## config.mk

```make
export PLATFORM = sky130hd
export DESIGN_NAME = io_stack_event_counter_select
export DESIGN_NICKNAME = d
export VERILOG_FILES = /design/src/pkg/evsel_pkg.sv /design/src/event_accumulator.sv /design/src/io_stack_event_counter_select.sv
export SDC_FILE = /design/constraint.sdc
export NUM_CORES = 1
export LEC_CHECK = 0
export ABC_CLOCK_PERIOD_IN_PS = 6260
export BUFFER_PORTS_ARGS = -buffer_cell sky130_fd_sc_hd__buf_2
export CAP_MARGIN = 20
export CORE_ASPECT_RATIO = 0.5
export CORE_MARGIN = 5
export CORE_UTILIZATION = 35
export DETAILED_ROUTE_END_ITERATION = 8
export GPL_TIMING_DRIVEN = 0
export HOLD_SLACK_MARGIN = 0.05
export PLACE_DENSITY_LB_ADDON = 0.2
export SKIP_LAST_GASP = 1
export SLEW_MARGIN = 30
export SYNTH_ARGS = -nofsm -noshare
export SYNTH_HDL_FRONTEND = slang
export SYNTH_SLANG_ARGS = --single-unit
```

## constraint.sdc

```tcl
create_clock -name ref_clk_in -period 6.26 [get_ports ref_clk_in]
set_input_delay 1.252 -clock ref_clk_in [delete_from_list [all_inputs] [get_ports ref_clk_in]]
set_output_delay 1.252 -clock ref_clk_in [all_outputs]
set_load 0.1 [all_outputs]
```

## src/pkg/evsel_pkg.sv

```systemverilog
package evsel_pkg;
	localparam int DATA_W = 32;
	localparam int ADDR_W = 8;
	localparam int COUNT_W = 48;
	localparam int AMOUNT_W = 4;

	// register byte offsets
	localparam logic [ADDR_W-1:0] OFS_CFG_LO = 8'h00;
	localparam logic [ADDR_W-1:0] OFS_CFG_HI = 8'h04;
	localparam logic [ADDR_W-1:0] OFS_COUNT_LO = 8'h08;
	localparam logic [ADDR_W-1:0] OFS_COUNT_HI = 8'h0c;

	// field layout of the low control word
	localparam int CODE_LSB = 0;
	localparam int CODE_W = 8;
	localparam int SUB_LSB = 8;
	localparam int SUB_W = 8;
	localparam int EN_BIT = 22;
	// port filter lives at bits [50:36] of the 64-bit control, i.e. [18:4] of the high word
	localparam int PORT_LSB = 4;
	localparam int PORT_W = 15;
	localparam int PART_N = 8;
	localparam int XLAT0_BIT = 8;
	localparam int TOP_LSB = 12;
	localparam logic [2:0] TOP_VALUE = 3'h7;

	localparam logic [CODE_W-1:0] CODE_RST = 8'h00;
	localparam logic [SUB_W-1:0] SUB_RST = 8'h00;
	localparam logic [PORT_W-1:0] PORT_RST = 15'h7fff;

	// event codes
	localparam logic [CODE_W-1:0] EV_NOTHING = 8'h80;
	localparam logic [CODE_W-1:0] EV_SYMBOL_TIMES = 8'h82;
	localparam logic [CODE_W-1:0] EV_PASS_DONE = 8'h90;
	localparam logic [CODE_W-1:0] EV_LINE_DONE = 8'h91;
	localparam logic [CODE_W-1:0] EV_REQ_DONE = 8'h92;
	localparam logic [CODE_W-1:0] EV_OUTBOUND = 8'hc1;

	// subevent bits of the inbound pipeline events
	localparam int SUB_XLAT_ISSUE = 0;
	localparam int SUB_XLAT_RESP = 1;
	localparam int SUB_OWN = 2;
	localparam int SUB_FINAL = 3;
	localparam int SUB_WRITE_LINE = 4;
	localparam int SUB_DATA = 5;
	localparam logic [5:0] POSTED_ONLY = 6'h34;
	localparam logic [5:0] REQ_ONLY = 6'h03;

	// subevent bits of the outbound transaction event
	localparam int SUB_MEM_WR = 0;
	localparam int SUB_PEER_WR = 1;
	localparam int SUB_MEM_RD = 2;
	localparam int SUB_PEER_RD = 3;
	localparam int SUB_CFG_WR = 4;

	// symbol time: link speeds and periods
	localparam int CLK_PERIOD_PS = 10000;
	localparam int SYM_GEN1_PS = 4000;
	localparam int SYM_GEN2_PS = 2000;
	localparam int SYM_GEN3_PS = 1000;
	localparam logic [AMOUNT_W:0] HALF_GEN1 = (AMOUNT_W+1)'(2 * CLK_PERIOD_PS / SYM_GEN1_PS);
	localparam logic [AMOUNT_W:0] HALF_GEN2 = (AMOUNT_W+1)'(2 * CLK_PERIOD_PS / SYM_GEN2_PS);
	localparam logic [AMOUNT_W:0] HALF_GEN3 = (AMOUNT_W+1)'(2 * CLK_PERIOD_PS / SYM_GEN3_PS);
	localparam logic [1:0] SPEED_DOWN = 2'h0;
	localparam logic [1:0] SPEED_GEN1 = 2'h1;
	localparam logic [1:0] SPEED_GEN2 = 2'h2;
	localparam logic [1:0] SPEED_GEN3 = 2'h3;

	typedef enum logic [1:0] {
		TXN_MEM_WR,
		TXN_MEM_RD,
		TXN_CFG_WR,
		TXN_CFG_RD
	} txn_kind_t;

	typedef struct packed {
		logic pass_done;
		logic last_pass;
		logic last_line;
		logic [5:0] stage;
		logic posted;
		logic [2:0] partition;
		logic xlat_type;
	} pipe_event_t;

	typedef struct packed {
		logic issue;
		txn_kind_t kind;
		logic peer;
		logic confined;
		logic [2:0] partition;
		logic xlat_type;
	} txn_event_t;
endpackage : evsel_pkg

```

## src/event_accumulator.sv

```systemverilog
`timescale 1ns/1ps
module event_accumulator (
	input wire logic ref_clk_in,
	input wire logic rst_b_in,
	input wire logic clear_in,
	input wire logic [evsel_pkg::AMOUNT_W-1:0] amount_in,
	output logic [evsel_pkg::COUNT_W-1:0] count_out
);
	logic [evsel_pkg::COUNT_W-1:0] next_count;

	// a clear in the same cycle as an increment drops that increment
	always_comb begin
		if (clear_in) begin
			next_count = '0;
		end else begin
			next_count = count_out + evsel_pkg::COUNT_W'(amount_in);
		end
	end

	always_ff @(posedge ref_clk_in or negedge rst_b_in) begin
		if (!rst_b_in) begin
			count_out <= '0;
		end else begin
			count_out <= next_count;
		end
	end
endmodule : event_accumulator

```

## src/io_stack_event_counter_select.sv

```systemverilog
// Overview of operation
// - code 0x91 adds one when a cacheline finishes all its pipeline passes.
// - single-pass line: line advance and pass advance occur in the same cycle.
// - single-line request: request advance and line advance occur together.
// - code 0x92 adds one when a whole request finishes all its cachelines.
// - code 0x90 adds one each time a cacheline finishes one pipeline pass.
// - code 0x82 counts symbol times: 4ns gen1, 2ns gen2, 1ns gen3.
// - code 0xc1 counts outbound reads and writes issued toward the cards.
// - memory read and peer read subevents count requests, not completions.
// - peer read and peer write subevents exclude confined peer traffic.
// - every peer read or write is also counted as memory read or write.
// - request-complete subevent bit 0 translation issue, bit 1 translation response.
// - bits 2 own, 3 final, 4 write line, 5 data; 2,4,5 posted only.
// - outbound subevent bit 0 core memory writes, filtered by port field.
// - outbound subevent bit 1 peer writes from another stack, filtered per partition.
// - port filter: bits 0-7 partitions, 8-9 translation types, top three 111.
//
// The address-and-strobe port and the placing of the registers were chosen for this implementation.
`timescale 1ns/1ps
module io_stack_event_counter_select (
	input wire logic ref_clk_in,
	input wire logic rst_b_in,
	input wire logic [evsel_pkg::ADDR_W-1:0] reg_addr_in,
	input wire logic [evsel_pkg::DATA_W-1:0] reg_wdata_in,
	input wire logic reg_wr_in,
	input wire logic reg_rd_in,
	output logic [evsel_pkg::DATA_W-1:0] reg_rdata_out,
	input wire evsel_pkg::pipe_event_t pipe_in,
	input wire evsel_pkg::txn_event_t txn_in,
	input wire logic [1:0] link_speed_in,
	output logic [evsel_pkg::COUNT_W-1:0] count_out
);
	// port filter decode, shared by inbound and outbound events
	function automatic logic port_match(
		input logic [evsel_pkg::PORT_W-1:0] filter,
		input logic [2:0] partition,
		input logic xlat_type
	);
		logic top_ok;
		logic part_ok;
		logic xlat_ok;
		top_ok = filter[evsel_pkg::TOP_LSB +: 3] == evsel_pkg::TOP_VALUE;
		part_ok = filter[partition];
		xlat_ok = filter[evsel_pkg::XLAT0_BIT + int'(xlat_type)];
		port_match = top_ok && (part_ok || xlat_ok);
	endfunction : port_match

	logic [evsel_pkg::CODE_W-1:0] code;
	logic [evsel_pkg::SUB_W-1:0] sub;
	logic enable;
	logic [evsel_pkg::PORT_W-1:0] port_filter;
	logic [evsel_pkg::CODE_W-1:0] next_code;
	logic [evsel_pkg::SUB_W-1:0] next_sub;
	logic next_enable;
	logic [evsel_pkg::PORT_W-1:0] next_port_filter;
	logic [evsel_pkg::DATA_W-1:0] next_rdata;
	logic count_clear;

	// register bus
	always_comb begin
		next_code = code;
		next_sub = sub;
		next_enable = enable;
		next_port_filter = port_filter;
		count_clear = 1'b0;
		if (reg_wr_in) begin
			case (reg_addr_in)
				evsel_pkg::OFS_CFG_LO: begin
					next_code = reg_wdata_in[evsel_pkg::CODE_LSB +: evsel_pkg::CODE_W];
					next_sub = reg_wdata_in[evsel_pkg::SUB_LSB +: evsel_pkg::SUB_W];
					next_enable = reg_wdata_in[evsel_pkg::EN_BIT];
				end
				evsel_pkg::OFS_CFG_HI: begin
					next_port_filter = reg_wdata_in[evsel_pkg::PORT_LSB +: evsel_pkg::PORT_W];
				end
				evsel_pkg::OFS_COUNT_LO: begin
					count_clear = 1'b1;
				end
				default: begin
				end
			endcase
		end
	end

	always_comb begin
		next_rdata = '0;
		if (reg_rd_in) begin
			case (reg_addr_in)
				evsel_pkg::OFS_CFG_LO: begin
					next_rdata[evsel_pkg::CODE_LSB +: evsel_pkg::CODE_W] = code;
					next_rdata[evsel_pkg::SUB_LSB +: evsel_pkg::SUB_W] = sub;
					next_rdata[evsel_pkg::EN_BIT] = enable;
				end
				evsel_pkg::OFS_CFG_HI: begin
					next_rdata[evsel_pkg::PORT_LSB +: evsel_pkg::PORT_W] = port_filter;
				end
				evsel_pkg::OFS_COUNT_LO: begin
					next_rdata = count_out[evsel_pkg::DATA_W-1:0];
				end
				evsel_pkg::OFS_COUNT_HI: begin
					next_rdata[evsel_pkg::COUNT_W-evsel_pkg::DATA_W-1:0] =
						count_out[evsel_pkg::COUNT_W-1:evsel_pkg::DATA_W];
				end
				default: begin
					next_rdata = '0;
				end
			endcase
		end
	end

	always_ff @(posedge ref_clk_in or negedge rst_b_in) begin
		if (!rst_b_in) begin
			code <= evsel_pkg::CODE_RST;
			sub <= evsel_pkg::SUB_RST;
			enable <= 1'b0;
			port_filter <= evsel_pkg::PORT_RST;
			reg_rdata_out <= '0;
		end else begin
			code <= next_code;
			sub <= next_sub;
			enable <= next_enable;
			port_filter <= next_port_filter;
			reg_rdata_out <= next_rdata;
		end
	end

	// inbound pipeline: advances derived from one pass strobe so they line up by construction
	logic pass_adv;
	logic line_adv;
	logic req_adv;
	logic [5:0] stage_ok;
	logic pipe_port_ok;
	logic pass_hit;
	logic line_hit;
	logic req_hit;

	assign pass_adv = pipe_in.pass_done;
	assign line_adv = pass_adv && pipe_in.last_pass;
	assign req_adv = line_adv && pipe_in.last_line;

	// stages that only exist for posted requests never match a non-posted one
	always_comb begin
		stage_ok = pipe_in.stage;
		if (!pipe_in.posted) begin
			stage_ok = pipe_in.stage & ~evsel_pkg::POSTED_ONLY;
		end
	end

	assign pipe_port_ok = port_match(port_filter, pipe_in.partition, pipe_in.xlat_type);
	// translation stages are selectable only on the request-complete event
	assign pass_hit = pass_adv && pipe_port_ok
		&& |(stage_ok & sub[5:0] & ~evsel_pkg::REQ_ONLY);
	assign line_hit = line_adv && pipe_port_ok
		&& |(stage_ok & sub[5:0] & ~evsel_pkg::REQ_ONLY);
	assign req_hit = req_adv && pipe_port_ok && |(stage_ok & sub[5:0]);

	// outbound transactions, counted at issue time
	logic [4:0] txn_sub_vec;
	logic txn_hit;
	logic peer_ok;

	assign peer_ok = txn_in.peer && !txn_in.confined;
	always_comb begin
		txn_sub_vec = '0;
		if (txn_in.issue) begin
			txn_sub_vec[evsel_pkg::SUB_MEM_WR] = txn_in.kind == evsel_pkg::TXN_MEM_WR;
			txn_sub_vec[evsel_pkg::SUB_PEER_WR] =
				(txn_in.kind == evsel_pkg::TXN_MEM_WR) && peer_ok;
			txn_sub_vec[evsel_pkg::SUB_MEM_RD] = txn_in.kind == evsel_pkg::TXN_MEM_RD;
			txn_sub_vec[evsel_pkg::SUB_PEER_RD] =
				(txn_in.kind == evsel_pkg::TXN_MEM_RD) && peer_ok;
			txn_sub_vec[evsel_pkg::SUB_CFG_WR] = txn_in.kind == evsel_pkg::TXN_CFG_WR;
		end
	end
	assign txn_hit = |(txn_sub_vec & sub[4:0])
		&& port_match(port_filter, txn_in.partition, txn_in.xlat_type);

	// link speed from the link side: three flops, accepted once the last two agree
	logic [1:0] speed_s1;
	logic [1:0] speed_s2;
	logic [1:0] speed_s3;
	logic [1:0] speed;
	logic [1:0] next_speed;
	logic half_carry;
	logic next_half_carry;
	logic [evsel_pkg::AMOUNT_W:0] half_steps;
	logic [evsel_pkg::AMOUNT_W+1:0] half_total;
	logic [evsel_pkg::AMOUNT_W-1:0] sym_amount;

	always_comb begin
		next_speed = speed;
		if (speed_s2 == speed_s3) begin
			next_speed = speed_s3;
		end
		case (speed)
			evsel_pkg::SPEED_GEN1: half_steps = evsel_pkg::HALF_GEN1;
			evsel_pkg::SPEED_GEN2: half_steps = evsel_pkg::HALF_GEN2;
			evsel_pkg::SPEED_GEN3: half_steps = evsel_pkg::HALF_GEN3;
			default: half_steps = '0;
		endcase
		// gen1 gives 2.5 symbols per clock, so a half symbol is carried over
		half_total = {1'b0, half_steps} + (evsel_pkg::AMOUNT_W+2)'(half_carry);
		sym_amount = half_total[evsel_pkg::AMOUNT_W:1];
		next_half_carry = half_total[0];
	end

	always_ff @(posedge ref_clk_in or negedge rst_b_in) begin
		if (!rst_b_in) begin
			speed_s1 <= evsel_pkg::SPEED_DOWN;
			speed_s2 <= evsel_pkg::SPEED_DOWN;
			speed_s3 <= evsel_pkg::SPEED_DOWN;
			speed <= evsel_pkg::SPEED_DOWN;
			half_carry <= 1'b0;
		end else begin
			speed_s1 <= link_speed_in;
			speed_s2 <= speed_s1;
			speed_s3 <= speed_s2;
			speed <= next_speed;
			half_carry <= next_half_carry;
		end
	end

	// event select
	logic [evsel_pkg::AMOUNT_W-1:0] amount;
	always_comb begin
		amount = '0;
		if (enable) begin
			case (code)
				evsel_pkg::EV_PASS_DONE: amount = evsel_pkg::AMOUNT_W'(pass_hit);
				evsel_pkg::EV_LINE_DONE: amount = evsel_pkg::AMOUNT_W'(line_hit);
				evsel_pkg::EV_REQ_DONE: amount = evsel_pkg::AMOUNT_W'(req_hit);
				evsel_pkg::EV_OUTBOUND: amount = evsel_pkg::AMOUNT_W'(txn_hit);
				evsel_pkg::EV_SYMBOL_TIMES: amount = sym_amount;
				evsel_pkg::EV_NOTHING: amount = '0;
				default: amount = '0;
			endcase
		end
	end

	event_accumulator u_acc (
		.ref_clk_in(ref_clk_in),
		.rst_b_in(rst_b_in),
		.clear_in(count_clear),
		.amount_in(amount),
		.count_out(count_out)
	);

	property p_pass_count;
		@(posedge ref_clk_in) disable iff (!rst_b_in)
		(enable && code == evsel_pkg::EV_PASS_DONE && pass_hit && !count_clear)
			|=> count_out == $past(count_out) + 1'b1;
	endproperty
	a_pass_count: assert property (p_pass_count) else $error("pass event not counted");

	property p_line_count;
		@(posedge ref_clk_in) disable iff (!rst_b_in)
		(enable && code == evsel_pkg::EV_LINE_DONE && !count_clear)
			|=> count_out == $past(count_out) + $past(line_hit);
	endproperty
	a_line_count: assert property (p_line_count) else $error("line count wrong");

	property p_req_count;
		@(posedge ref_clk_in) disable iff (!rst_b_in)
		(enable && code == evsel_pkg::EV_REQ_DONE && !count_clear)
			|=> count_out == $past(count_out) + $past(req_hit);
	endproperty
	a_req_count: assert property (p_req_count) else $error("request count wrong");

	property p_single_pass;
		@(posedge ref_clk_in) disable iff (!rst_b_in)
		(pipe_in.pass_done && pipe_in.last_pass) |-> line_adv && pass_adv;
	endproperty
	a_single_pass: assert property (p_single_pass) else $error("line and pass split");

	property p_single_line;
		@(posedge ref_clk_in) disable iff (!rst_b_in)
		req_adv |-> line_adv;
	endproperty
	a_single_line: assert property (p_single_line) else $error("request without line");

	property p_gen3_rate;
		@(posedge ref_clk_in) disable iff (!rst_b_in)
		(enable && code == evsel_pkg::EV_SYMBOL_TIMES && speed == evsel_pkg::SPEED_GEN3
			&& !count_clear) |=> count_out == $past(count_out) + 48'h00000000000a;
	endproperty
	a_gen3_rate: assert property (p_gen3_rate) else $error("gen3 symbol rate wrong");

	property p_gen1_rate;
		@(posedge ref_clk_in) disable iff (!rst_b_in)
		(enable && code == evsel_pkg::EV_SYMBOL_TIMES && speed == evsel_pkg::SPEED_GEN1
			&& !count_clear)[*2] |=> count_out == $past(count_out, 2) + 48'h000000000005;
	endproperty
	a_gen1_rate: assert property (p_gen1_rate) else $error("gen1 symbol rate wrong");

	property p_gen2_rate;
		@(posedge ref_clk_in) disable iff (!rst_b_in)
		(enable && code == evsel_pkg::EV_SYMBOL_TIMES && speed == evsel_pkg::SPEED_GEN2
			&& !count_clear) |=> count_out == $past(count_out) + 48'h000000000005;
	endproperty
	a_gen2_rate: assert property (p_gen2_rate) else $error("gen2 symbol rate wrong");

	property p_txn_count;
		@(posedge ref_clk_in) disable iff (!rst_b_in)
		(enable && code == evsel_pkg::EV_OUTBOUND && !count_clear)
			|=> count_out == $past(count_out) + $past(txn_hit);
	endproperty
	a_txn_count: assert property (p_txn_count) else $error("outbound count wrong");

	property p_no_confined;
		@(posedge ref_clk_in) disable iff (!rst_b_in)
		txn_in.confined
			|-> !txn_sub_vec[evsel_pkg::SUB_PEER_WR] && !txn_sub_vec[evsel_pkg::SUB_PEER_RD];
	endproperty
	a_no_confined: assert property (p_no_confined) else $error("confined peer counted");

	property p_peer_is_mem;
		@(posedge ref_clk_in) disable iff (!rst_b_in)
		(txn_sub_vec[evsel_pkg::SUB_PEER_WR] |-> txn_sub_vec[evsel_pkg::SUB_MEM_WR])
		and (txn_sub_vec[evsel_pkg::SUB_PEER_RD] |-> txn_sub_vec[evsel_pkg::SUB_MEM_RD]);
	endproperty
	a_peer_is_mem: assert property (p_peer_is_mem) else $error("peer not also memory");

	property p_posted_only;
		@(posedge ref_clk_in) disable iff (!rst_b_in)
		!pipe_in.posted |-> (stage_ok & evsel_pkg::POSTED_ONLY) == 6'h00;
	endproperty
	a_posted_only: assert property (p_posted_only) else $error("posted stage on nonposted");

	property p_one_per_cycle;
		@(posedge ref_clk_in) disable iff (!rst_b_in)
		(code != evsel_pkg::EV_SYMBOL_TIMES && !count_clear)
			|=> count_out - $past(count_out) <= 48'h000000000001;
	endproperty
	a_one_per_cycle: assert property (p_one_per_cycle) else $error("more than one per cycle");

	// completions coming back must never look like new outbound requests
	property p_issue_only;
		@(posedge ref_clk_in) disable iff (!rst_b_in)
		!txn_in.issue |-> !txn_hit;
	endproperty
	a_issue_only: assert property (p_issue_only) else $error("count without issue");

	property p_filter_top;
		@(posedge ref_clk_in) disable iff (!rst_b_in)
		(port_filter[evsel_pkg::TOP_LSB +: 3] != evsel_pkg::TOP_VALUE)
			|-> !pass_hit && !line_hit && !req_hit && !txn_hit;
	endproperty
	a_filter_top: assert property (p_filter_top) else $error("count with filter top unset");
endmodule : io_stack_event_counter_select

```

==> out/results.tsv, run 1 <==
metric	value	unit
DRC viols	0	
final hold violations	0	
R2R depth	13	
CTS H-tree lvls	4	
CTS Buf Count	17	
RSZ-0062 raised after global routing	false	
internal power	1.53	mW
share of the synthesized area in the top cell type	45.5	%
largest net degree at the start of global routing	77	
Max Fanout on Critical Path	10	
setup skew after layout	0.00870	ns
Area Overhead vs Synth	28.1	%
register-to-register setup slack	2.10	ns
Power Density	265	nW/um^2
highest clock rate	0.240	GHz
RD Place Congestion	0.850	
post-CTS sizing	0	
Vias/cell	5.33	
gr usage total	19.0	%
Synth cell types	51	
grt total ovfl	0	
row cnt	33	
layout cells sized above 1	35.0	%
Die Ht	101	um
gr busiest metal	met2	
yosys warns	0	
met2 usage	28.3	%
first-pass GRT wire length	28000	um
hold buffers post-CTS	0	
Final Setup Violations	0	
wire per inst	19.5	um
Hold Path Class	reg2reg	
Clk Latency, worst-skew pair	0.42	ns
Die W	192	um
syn_nets	595	
mapped cell area	5830	sq um
postcts setup bufs	0	
Max clock buf depth	2	
asr flop ratio synth	100	%
leakage	3.67	nW
Max IR drop VDD	174	uV
r2r endpoint	u_acc.count_out[44]	
sequential share of power	41.8	%
WS Path Type	reg2reg	
core box area	16400	sq um
final worst-path cycle share	66.5	%
nets	751	
clock share of power	53.0	%
final worst path period need	4.16	ns
outcome	finished clean	
Slew HR	45.3	%
Vias	4876	
Synth Register Bits	121	
Yosys top cell by area	dfrtp_1	
top-count cell post-synth	dfrtp_1	
max_cap viols	0	
top-level I/O count	149	
CP arrival	4.48	ns
Fill cells	1560	
Slew @ Worst Pin	0.821	ns
Syn Inst Count	519	
Clock Sinks	121	
antenna violations before repair	2	
DR pass1 iterations	5	
number of global-route vias before repair	4891	
setup tns final	0	ns
Switching Fraction	22.4	%
Psw	444	uW
crit path to	u_acc.count_out[44]	
Design Power	1.98	mW
FF-to-FF Start	code[3]	
ys flop type	dfrtp_1	
Worst setup SP type	flop	
register area share after synthesis	52.3	%
fin. max-slew vios	0	
Data required, critical path	6.58	ns
met3 usage	4.92	%
CTS clk-pin slew, worst paths	0.06	ns
syn avg cell area	11.2	sq um
most frequent cells after synthesis	dfrtp_1 (106), nor2_1 (59), mux2_2 (42)	
CTS root buf	clkbuf_16	
Worst Setup SP	code[3]	
Total Wirelength	17900	um
Initial DRC Count	385	
combinational power share	5.2	%
dpl hpwl	13500	um
antenna-violating nets left	0	
top cells by area, synth	dfrtp_1 (46%), mux2_2 (8.1%), dfstp_2 (6.8%), nor2_1 (3.8%), xor2_1 (2.6%)	
EDFF count, synth	0	
antenna cells	0	
Die ar.	19500	sq um
Crit. End Element	flop	
Port Buffers	136	
starting density of the core	35.6	%
met1 GRT Util	26.8	%
TritonCTS clock tree	built	
[worst max-delay path, stage by stage, from the launching register on]
cell and delay, ns:
dfrtp_1 0.42, nor4b_1 0.67, and4_1 0.39, nand4_1 0.11, a221o_1 0.27, a21oi_1 0.17, ha_1 0.22, fa_1 0.22
a21o_1 0.14, a21o_1 0.20, buf_2 0.28, nand3_2 0.25, or4_1 0.52, a21oi_1 0.21
[through the flow]
stage / area (sq um) / setup WS (ns) / hold WS (ns) / util (%) / cells
after floorplan: 5830 / 2.46 / 0.331 / - / 519
after global placement: 6790 / 1.87 / 0.335 / 41.5 / 882
after detailed placement: 6830 / 1.82 / 0.336 / 41.8 / 883
after CTS: 7460 / 2.15 / 0.350 / 45.6 / 915
after global routing: 7460 / 1.85 / 0.355 / 45.6 / 915
final: 7460 / 2.10 / 0.346 / 45.6 / 915
[how the worst min path moves through the flow]
stage,cells past startpoint,end,slack (ns),start
after floorplan,0,speed_s2[0],0.33,speed_s1[0]
after global placement,0,speed_s2[0],0.34,speed_s1[0]
after detailed placement,0,speed_s2[0],0.34,speed_s1[0]
after CTS,0,speed_s2[0],0.35,speed_s1[0]
after global routing,0,speed_s2[0],0.36,speed_s1[0]
final,0,speed_s2[0],0.35,speed_s1[0]
[flip-flops by register name, summed over array words and instances (netlist names)]
signal and cells:
reg_rdata_out 32, speed_s1 2, speed_s2 2, code 8, speed 2, port_filter 15, enable 1, speed_s3 2
sub 8, half_carry 1, u_acc.count_out 48
[cell type report]
type                    instances  area (sq um)  share of cell area, %
plain buffers                  23          88.8                   1.19
clock buffers                  20           457                   6.12
clock inverters                12           173                   2.31
inverters                       8          30.0                  0.402
multi-input cells             367          2670                   35.7
flip-flops and latches        121          3050                   40.8
well taps                     227           284                   3.81
repair buffers                137           718                   9.62
[kinds of logic (layout without fill, tap and decap cells)]
family	after synthesis	after routing	share of synthesized area (%)
and+or+nand+nor	195	195	18.7
DFF	121	121	52.3
AOI/OAI and AO/OA	78	78	8.80
muxes	58	58	12.2
buffers and inverters	31	200	2.04
xor gates and xnor gates	29	29	4.36
adders and majority gates	7	7	1.63
[routing by layer]
metal  wire length (um)  up-vias
li1                   -     2236
met1               8400     2433
met2               7950      172
met3               1090       31
met4                387        4
met5                 34        -
[placed cells by master, fill, tap and decap left out, types with 7 or more instances in the layout]
| master | count |
|---|---|
| a21oi_1 | 26 |
| a222oi_1 | 11 |
| and2_1 | 7 |
| and3_1 | 18 |
| buf_2 | 137 |
| clkbuf_1 | 20 |
| clkbuf_16 | 17 |
| dfrtp_1 | 106 |
| dfstp_2 | 15 |
| inv_1 | 8 |
| mux2_2 | 42 |
| mux2i_1 | 10 |
| nand2_1 | 19 |
| nand3_1 | 15 |
| nand4_1 | 20 |
| nor2_1 | 59 |
| nor3_1 | 7 |
| o21ai_0 | 14 |
| o31ai_1 | 7 |
| or3_1 | 12 |
| or4_1 | 7 |
| xnor2_1 | 12 |
| xor2_1 | 17 |
[power groups by stage]
stage               logic, mW  clock network, mW  registers, mW
floorplan              0.0436                  0          0.838
global placement       0.0995                  0          0.838
detailed placement      0.104                  0          0.839
CTS                     0.105               1.07          0.826
global route            0.115               1.10          0.829
finish                  0.103               1.05          0.826
No activity file was read; power rests on OpenSTA's default activity.
==> inputs of run 2 (changes only) <==
--- a/config.mk
+++ b/config.mk
@@ -5,7 +5,7 @@
 export SDC_FILE = /design/constraint.sdc
 export NUM_CORES = 1
 export LEC_CHECK = 0
-export ABC_CLOCK_PERIOD_IN_PS = 6260
+export ABC_CLOCK_PERIOD_IN_PS = 3700
 export BUFFER_PORTS_ARGS = -buffer_cell sky130_fd_sc_hd__buf_2
 export CAP_MARGIN = 20
 export CORE_ASPECT_RATIO = 0.5
==> constraint.sdc (replaced) <==
create_clock -name ref_clk_in -period 3.7 [get_ports ref_clk_in]
set_input_delay 0.74 -clock ref_clk_in [delete_from_list [all_inputs] [get_ports ref_clk_in]]
set_output_delay 0.74 -clock ref_clk_in [all_outputs]
set_load 0.1 [all_outputs]
==> run 2 against run 1 <==
Against the previous run:
- final cell count up 0.55%
- clock power up 69%
- power up 69%
- final area up 1.1%
==> out/results.tsv, run 2 (synthesized netlist as in run 1, its figures left out) <==
metric	value	unit	change
outcome	finished clean		unchanged
Psw	748	uW	was 444 uW
CTS H-tree lvls	4		unchanged
nets	756		was 751
DR pass1 iterations	5		unchanged
Register Area	3050	sq um	unchanged
met1 GRT Util	26.9	%	was 26.8%
post-route setup slack	0.266	ns	was 2.10 ns
Slew HR	45.0	%	was 45.3%
grt total ovfl	0		unchanged
CTS clk-pin slew, worst paths	0.05	ns	was 0.06 ns
TritonCTS clock tree	built		unchanged
Vias	4913		was 4876
final hold violations	0		unchanged
Post-Layout Cell Count	920		was 915
final worst path period need	3.43	ns	was 4.16 ns
Die W	192	um	unchanged
row cnt	33		unchanged
Slew @ Worst Pin	0.825	ns	was 0.821 ns
Crit. End Element	flop		unchanged
DRC viols	0		unchanged
wire per inst	19.3	um	was 19.5 um
leakage	3.70	nW	was 3.67 nW
core box area	16400	sq um	unchanged
top-level I/O count	149		unchanged
starting density of the core	35.6	%	unchanged
final worst-path cycle share	92.8	%	was 66.5%
Finished Cell Area	7540	sq um	was 7460 sq um
antenna cells	0		unchanged
Data required, critical path	4.02	ns	was 6.58 ns
Clock Sinks	121		unchanged
most frequent cells in the layout	buf_2 (136), dfrtp_1 (106), nor2_1 (59)		was buf_2 (137), dfrtp_1 (106), nor2_1 (59)
RD Place Congestion	0.850		unchanged
Initial DRC Count	402		was 385
Max Fanout on Critical Path	9		was 10
placed cell area	6830	sq um	unchanged
sequential share of power	41.8	%	about the same
Hold Path Class	in2async		was reg2reg
dpl hpwl	13500	um	unchanged
largest registers	u_acc.count_out (48), reg_rdata_out (32), port_filter (15)		unchanged
internal power	2.60	mW	was 1.53 mW
combinational power share	5.2	%	about the same
antenna-violating nets left	0		unchanged
CTS root buf	clkbuf_16		unchanged
Biggest register	u_acc.count_out		unchanged
Fill cells	1551		was 1560
Clk Latency, worst-skew pair	0.42	ns	about the same
Worst setup SP type	flop		unchanged
Switching Fraction	22.4	%	about the same
area of the multi-input gates	2700	sq um	was 2670 sq um
number of global-route vias before repair	4895		was 4891
WS Path Type	reg2reg		unchanged
commonest non-fill, non-tap cell in the layout	buf_2		unchanged
first-pass GRT wire length	28000	um	about the same
Design Power	3.35	mW	was 1.98 mW
max_cap viols	0		unchanged
highest clock rate	0.291	GHz	was 0.240 GHz
largest net degree at the start of global routing	77		unchanged
RSZ-0062 raised after global routing	false		unchanged
Max clock buf depth	2		unchanged
Power Density	444	nW/um^2	was 265 nW/um^2
Die Ht	101	um	unchanged
Placement Setup Slack	-0.349	ns	was 1.82 ns
layout cells sized above 1	36.4	%	was 35.0%
fin. max-slew vios	0		unchanged
Placed Instances	883		unchanged
Total Wirelength	17800	um	was 17900 um
gr busiest metal	met2		unchanged
Die ar.	19500	sq um	unchanged
Area Overhead vs Synth	29.4	%	was 28.1%
Max IR drop VDD	296	uV	was 174 uV
antenna violations before repair	2		unchanged
met2 usage	28.4	%	was 28.3%
setup skew after layout	0.0102	ns	was 0.00870 ns
Final Setup Violations	0		unchanged
CTS Buf Count	17		unchanged
Port Buffers	136		unchanged
gr usage total	19.0	%	about the same
Fin Hold WS	0.284	ns	was 0.346 ns
Vias/cell	5.34		was 5.33
clock share of power	53.0	%	about the same
met3 usage	4.92	%	unchanged
max reg flops	48		unchanged
CP arrival	3.76	ns	was 4.48 ns
[run 2: changes by cell type in the layout (fill, tap and decap cells not counted), sizes merged]
cell and delta:
clkbuf -1, buf +6
[run 2: metal layers]
layer,up-vias,routed length (um),share of wire (%)
met5,-,34,0.19
met2,168,7880,44
met4,4,407,2.3
met1,2455,8270,46
met3,32,1210,6.8
li1,2254,-,-
[run 2: worst paths after layout]
check	from	endpoint	slack, ns	cells after the start
max in group asynchronous	rst_b_in	reg_rdata_out[26]	2.74	2
worst max register to register	code[5]	u_acc.count_out[44]	0.27	13
min in group ref_clk_in	speed_s1[0]	speed_s2[0]	0.35	0
worst min-delay path	rst_b_in	speed_s3[1]	0.28	1
worst min register to register	speed_s1[0]	speed_s2[0]	0.35	0
worst max-delay path	code[5]	u_acc.count_out[44]	0.27	13
[run 2: stage by stage]
stage               utilization [%]  setup TNS [ns]
finish                         46.1               0
global route                   46.1               0
floorplan                         -               0
CTS                            45.8               0
global placement               41.5           -3.06
detailed placement             41.8           -3.44
[run 2: timing repair]
| item | in CTS | in global routing |
|---|---|---|
| hold buffers | 0 | 0 |
| buffers inserted | 0 | 6 |
| resized for setup | 5 | 6 |
| endpoints found under the setup margin | 19 | 18 |
| cloned | 0 | 0 |
| pin swaps | 0 | 3 |
[run 2: worst max-delay path, stage by stage, from the launching register on]
cell	delay, ns
dfrtp_1	0.42
nor4b_4	0.34
and4_4	0.29
nand4_1	0.09
a221o_1	0.27
a21oi_1	0.18
ha_2	0.23
fa_2	0.21
a21o_1	0.12
a21o_1	0.20
buf_6	0.14
nand3_4	0.12
or4_1	0.49
a21oi_1	0.21
[run 2: power groups by stage]
stage | Clock, mW | Sequential (mW) | Combinational, mW
finish | 1.77 | 1.40 | 0.176
global route | 1.87 | 1.40 | 0.197
CTS | 1.81 | 1.40 | 0.178
detailed placement | 0 | 1.42 | 0.176
global placement | 0 | 1.42 | 0.168
floorplan | 0 | 1.42 | 0.0737
[run 2: layout make-up]
cell class / count / share of cell area (%)
Inverter: 8 / 0.398
Buffer: 22 / 1.23
Sequential cell: 121 / 40.4
Timing Repair Buffer: 143 / 10.1
Multi-Input combinational cell: 367 / 35.7
Clock inverter: 12 / 2.29
Clock buffer: 20 / 6.06
Tap cell: 227 / 3.77
==> inputs of run 3 (changes only) <==
--- a/config.mk
+++ b/config.mk
@@ -11,12 +11,12 @@
 export CORE_ASPECT_RATIO = 0.5
 export CORE_MARGIN = 5
 export CORE_UTILIZATION = 35
+export CTS_BUF_LIST = sky130_fd_sc_hd__clkbuf_8
 export DETAILED_ROUTE_END_ITERATION = 8
 export GPL_TIMING_DRIVEN = 0
 export HOLD_SLACK_MARGIN = 0.05
 export PLACE_DENSITY_LB_ADDON = 0.2
 export SKIP_LAST_GASP = 1
-export SLEW_MARGIN = 30
 export SYNTH_ARGS = -nofsm -noshare
 export SYNTH_HDL_FRONTEND = slang
 export SYNTH_SLANG_ARGS = --single-unit
==> run 3 against run 2 <==
Against the previous run:
- utilization down 1.1 points
- hold slack worse by 0.12 ns
- non-clock buffer count did not move
- clock skew increased by 0.0067 ns
- critical path depth unchanged
- global-route usage is 0.24 points lower
- power decreased by 11%
- wire length up 0.56%
- final area is 2.5% lower
- largest power group is now registers
- sequential cell count is the same
==> out/results.tsv, run 3 (synthesized netlist as in run 1, its figures left out) <==
metric	value	unit	change
outcome	finished clean		unchanged
starting density of the core	35.6	%	unchanged
Slew HR	29.0	%	was 45.0%
final worst-path cycle share	95.1	%	was 92.8%
leakage	3.63	nW	was 3.70 nW
DR pass1 iterations	5		unchanged
top-level I/O count	149		unchanged
Die W	192	um	unchanged
dpl hpwl	13300	um	was 13500 um
Clock Sinks	121		unchanged
RSZ-0062 raised after global routing	true		was false
Die Ht	101	um	unchanged
FF-to-FF Start	code[5]		unchanged
Max clock buf depth	2		unchanged
CTS Buf Count	17		unchanged
Fin Hold WS	0.167	ns	was 0.284 ns
CTS H-tree lvls	4		unchanged
CP peak stage delay	0.51	ns	was 0.49 ns
grt total ovfl	0		unchanged
Total Wirelength	17900	um	was 17800 um
WS Path Type	reg2reg		unchanged
DRC viols	0		unchanged
Final Setup Violations	0		unchanged
Die ar.	19500	sq um	unchanged
Max Fanout on Critical Path	10		was 9
antenna violations before repair	2		unchanged
Initial DRC Count	315		was 402
Fill cells	1565		was 1551
most frequent cells in the layout	buf_2 (136), dfrtp_1 (106), nor2_1 (59)		unchanged
Power Density	404	nW/um^2	was 444 nW/um^2
largest net degree at the start of global routing	89		was 77
max_cap viols	0		unchanged
final worst path period need	3.52	ns	was 3.43 ns
Vias/cell	5.29		was 5.34
nets	756		unchanged
first-pass GRT wire length	27500	um	was 28000 um
Biggest register	u_acc.count_out		unchanged
Vias	4871		was 4913
Placed Instances	883		unchanged
worst-path cell chain	nor4b_4 > and4_2 > nand4_1 > a221o_1 > a21oi_1 > ha_1 > fa_1 > a21o_1 > a21o_1 > buf_6 > nand3_4 > or4_1 > a21oi_1		was nor4b_4 > and4_4 > nand4_1 > a221o_1 > a21oi_1 > ha_2 > fa_2 > a21o_1 > a21o_1 > buf_6 > nand3_4 > or4_1 > a21oi_1
RD Place Congestion	0.850		unchanged
CTS clk-pin slew, worst paths	0.08	ns	was 0.05 ns
Slew @ Worst Pin	1.06	ns	was 0.825 ns
fin. max-slew vios	0		unchanged
Port Buffers	136		unchanged
register-to-register setup slack	0.18	ns	was 0.27 ns
max reg flops	48		unchanged
Max IR drop VDD	200	uV	was 296 uV
final hold violations	0		unchanged
layout cells sized above 1	35.6	%	was 36.4%
Area Overhead vs Synth	26.3	%	was 29.4%
TritonCTS clock tree	built		unchanged
core box area	16400	sq um	unchanged
largest registers	u_acc.count_out (48), reg_rdata_out (32), port_filter (15)		unchanged
Design Power	2.97	mW	was 3.35 mW
commonest non-fill, non-tap cell in the layout	buf_2		unchanged
Largest delay share family, worst path	simple AND/OR/NAND/NOR gates		unchanged
row cnt	33		unchanged
Post-Layout Cell Count	920		unchanged
CP arrival	3.87	ns	was 3.76 ns
Data required, critical path	4.06	ns	was 4.02 ns
CTS root buf	clkbuf_8		was clkbuf_16
highest clock rate	0.284	GHz	was 0.291 GHz
Worst setup SP type	flop		unchanged
r2r endpoint	u_acc.count_out[46]		was u_acc.count_out[44]
number of global-route vias before repair	4724		was 4895
wire per inst	19.5	um	was 19.3 um
Crit. End Element	flop		unchanged
gr usage total	18.8	%	was 19.0%
antenna-violating nets left	0		unchanged
R2R depth	13		unchanged
antenna cells	0		unchanged
Hold Path Class	in2async		unchanged
Crit-path slowest cell	or4_1		unchanged
hold buffers post-CTS	0		unchanged
setup skew after layout	0.0169	ns	was 0.0102 ns
worst path bufs/invs	1		unchanged
Clk Latency, worst-skew pair	0.45	ns	was 0.42 ns
-- run 3: changes by cell type in the layout (fill, tap and decap cells not counted), moves of 2 or more --
cell and change:
clkbuf_16 -17, clkbuf_8 +17, clkinv_2 -2, inv_1 +2
-- run 3: area by class of cell --
cell class	count	area, sq um	share of cell area, %
Sequential cell	121	3050	41.4
Inverter	8	30.0	0.408
Timing Repair Buffer	142	752	10.2
Clock buffer	19	262	3.55
Buffer	23	96.3	1.31
Clock inverter	13	201	2.74
Tap cell	227	284	3.86
Multi-Input combinational cell	367	2690	36.5
-- run 3: per-stage QoR --
step | setup TNS [ns] | utilization (%) | area (sq um) | setup WS, ns
after global placement | -3.06 | 41.5 | 6790 | -0.323
final | 0 | 45.0 | 7360 | 0.183
after detailed placement | -3.36 | 41.7 | 6830 | -0.335
after floorplan | 0 | - | 5830 | 0.409
after CTS | 0 | 44.7 | 7310 | 0.00429
after global routing | -0.0127 | 45.0 | 7360 | -0.0127
-- run 3: worst max path at each step --
stage                          from             endpoint  cells after the start
after global placement      code[2]  u_acc.count_out[44]                     13
final                       code[5]  u_acc.count_out[46]                     13
after detailed placement    code[2]  u_acc.count_out[44]                     13
after floorplan           txn_in[2]  u_acc.count_out[32]                     13
after global routing        code[5]  u_acc.count_out[44]                     13
after CTS                   code[2]  u_acc.count_out[44]                     13
-- run 3: repair_timing --
action | 4_1_cts | 5_1_grt
cloned | 0 | 0
setup endpoints to repair | 19 | 14
setup buffers | 0 | 5
pin swaps | 0 | 2
resized for setup | 3 | 6
-- run 3: routing by layer --
metal | up-vias | wire, um | track usage (%)
li1 | 2247 | - | -
met1 | 2429 | 8450 | 26.7
met2 | 165 | 8030 | 28.3
met3 | 26 | 1110 | 5.17
met4 | 4 | 275 | 5.70
met5 | - | 27 | 0
-- run 3: where the power goes --
group	total (mW)	switching, mW	internal (mW)	leakage [nW]
Sequential	1.40	0.0364	1.36	1.61
Combinational	0.174	0.0982	0.0756	1.78
Clock	1.40	0.569	0.834	0.238
-- run 3: worst reg2reg max path: stages (launching register included) --
cell and delay [ns]:
dfrtp_1 0.43, nor4b_4 0.33, and4_2 0.32, nand4_1 0.10, a221o_1 0.28, a21oi_1 0.16
ha_1 0.21, fa_1 0.23, a21o_1 0.14, a21o_1 0.22, buf_6 0.19, nand3_4 0.14
or4_1 0.51, a21oi_1 0.17
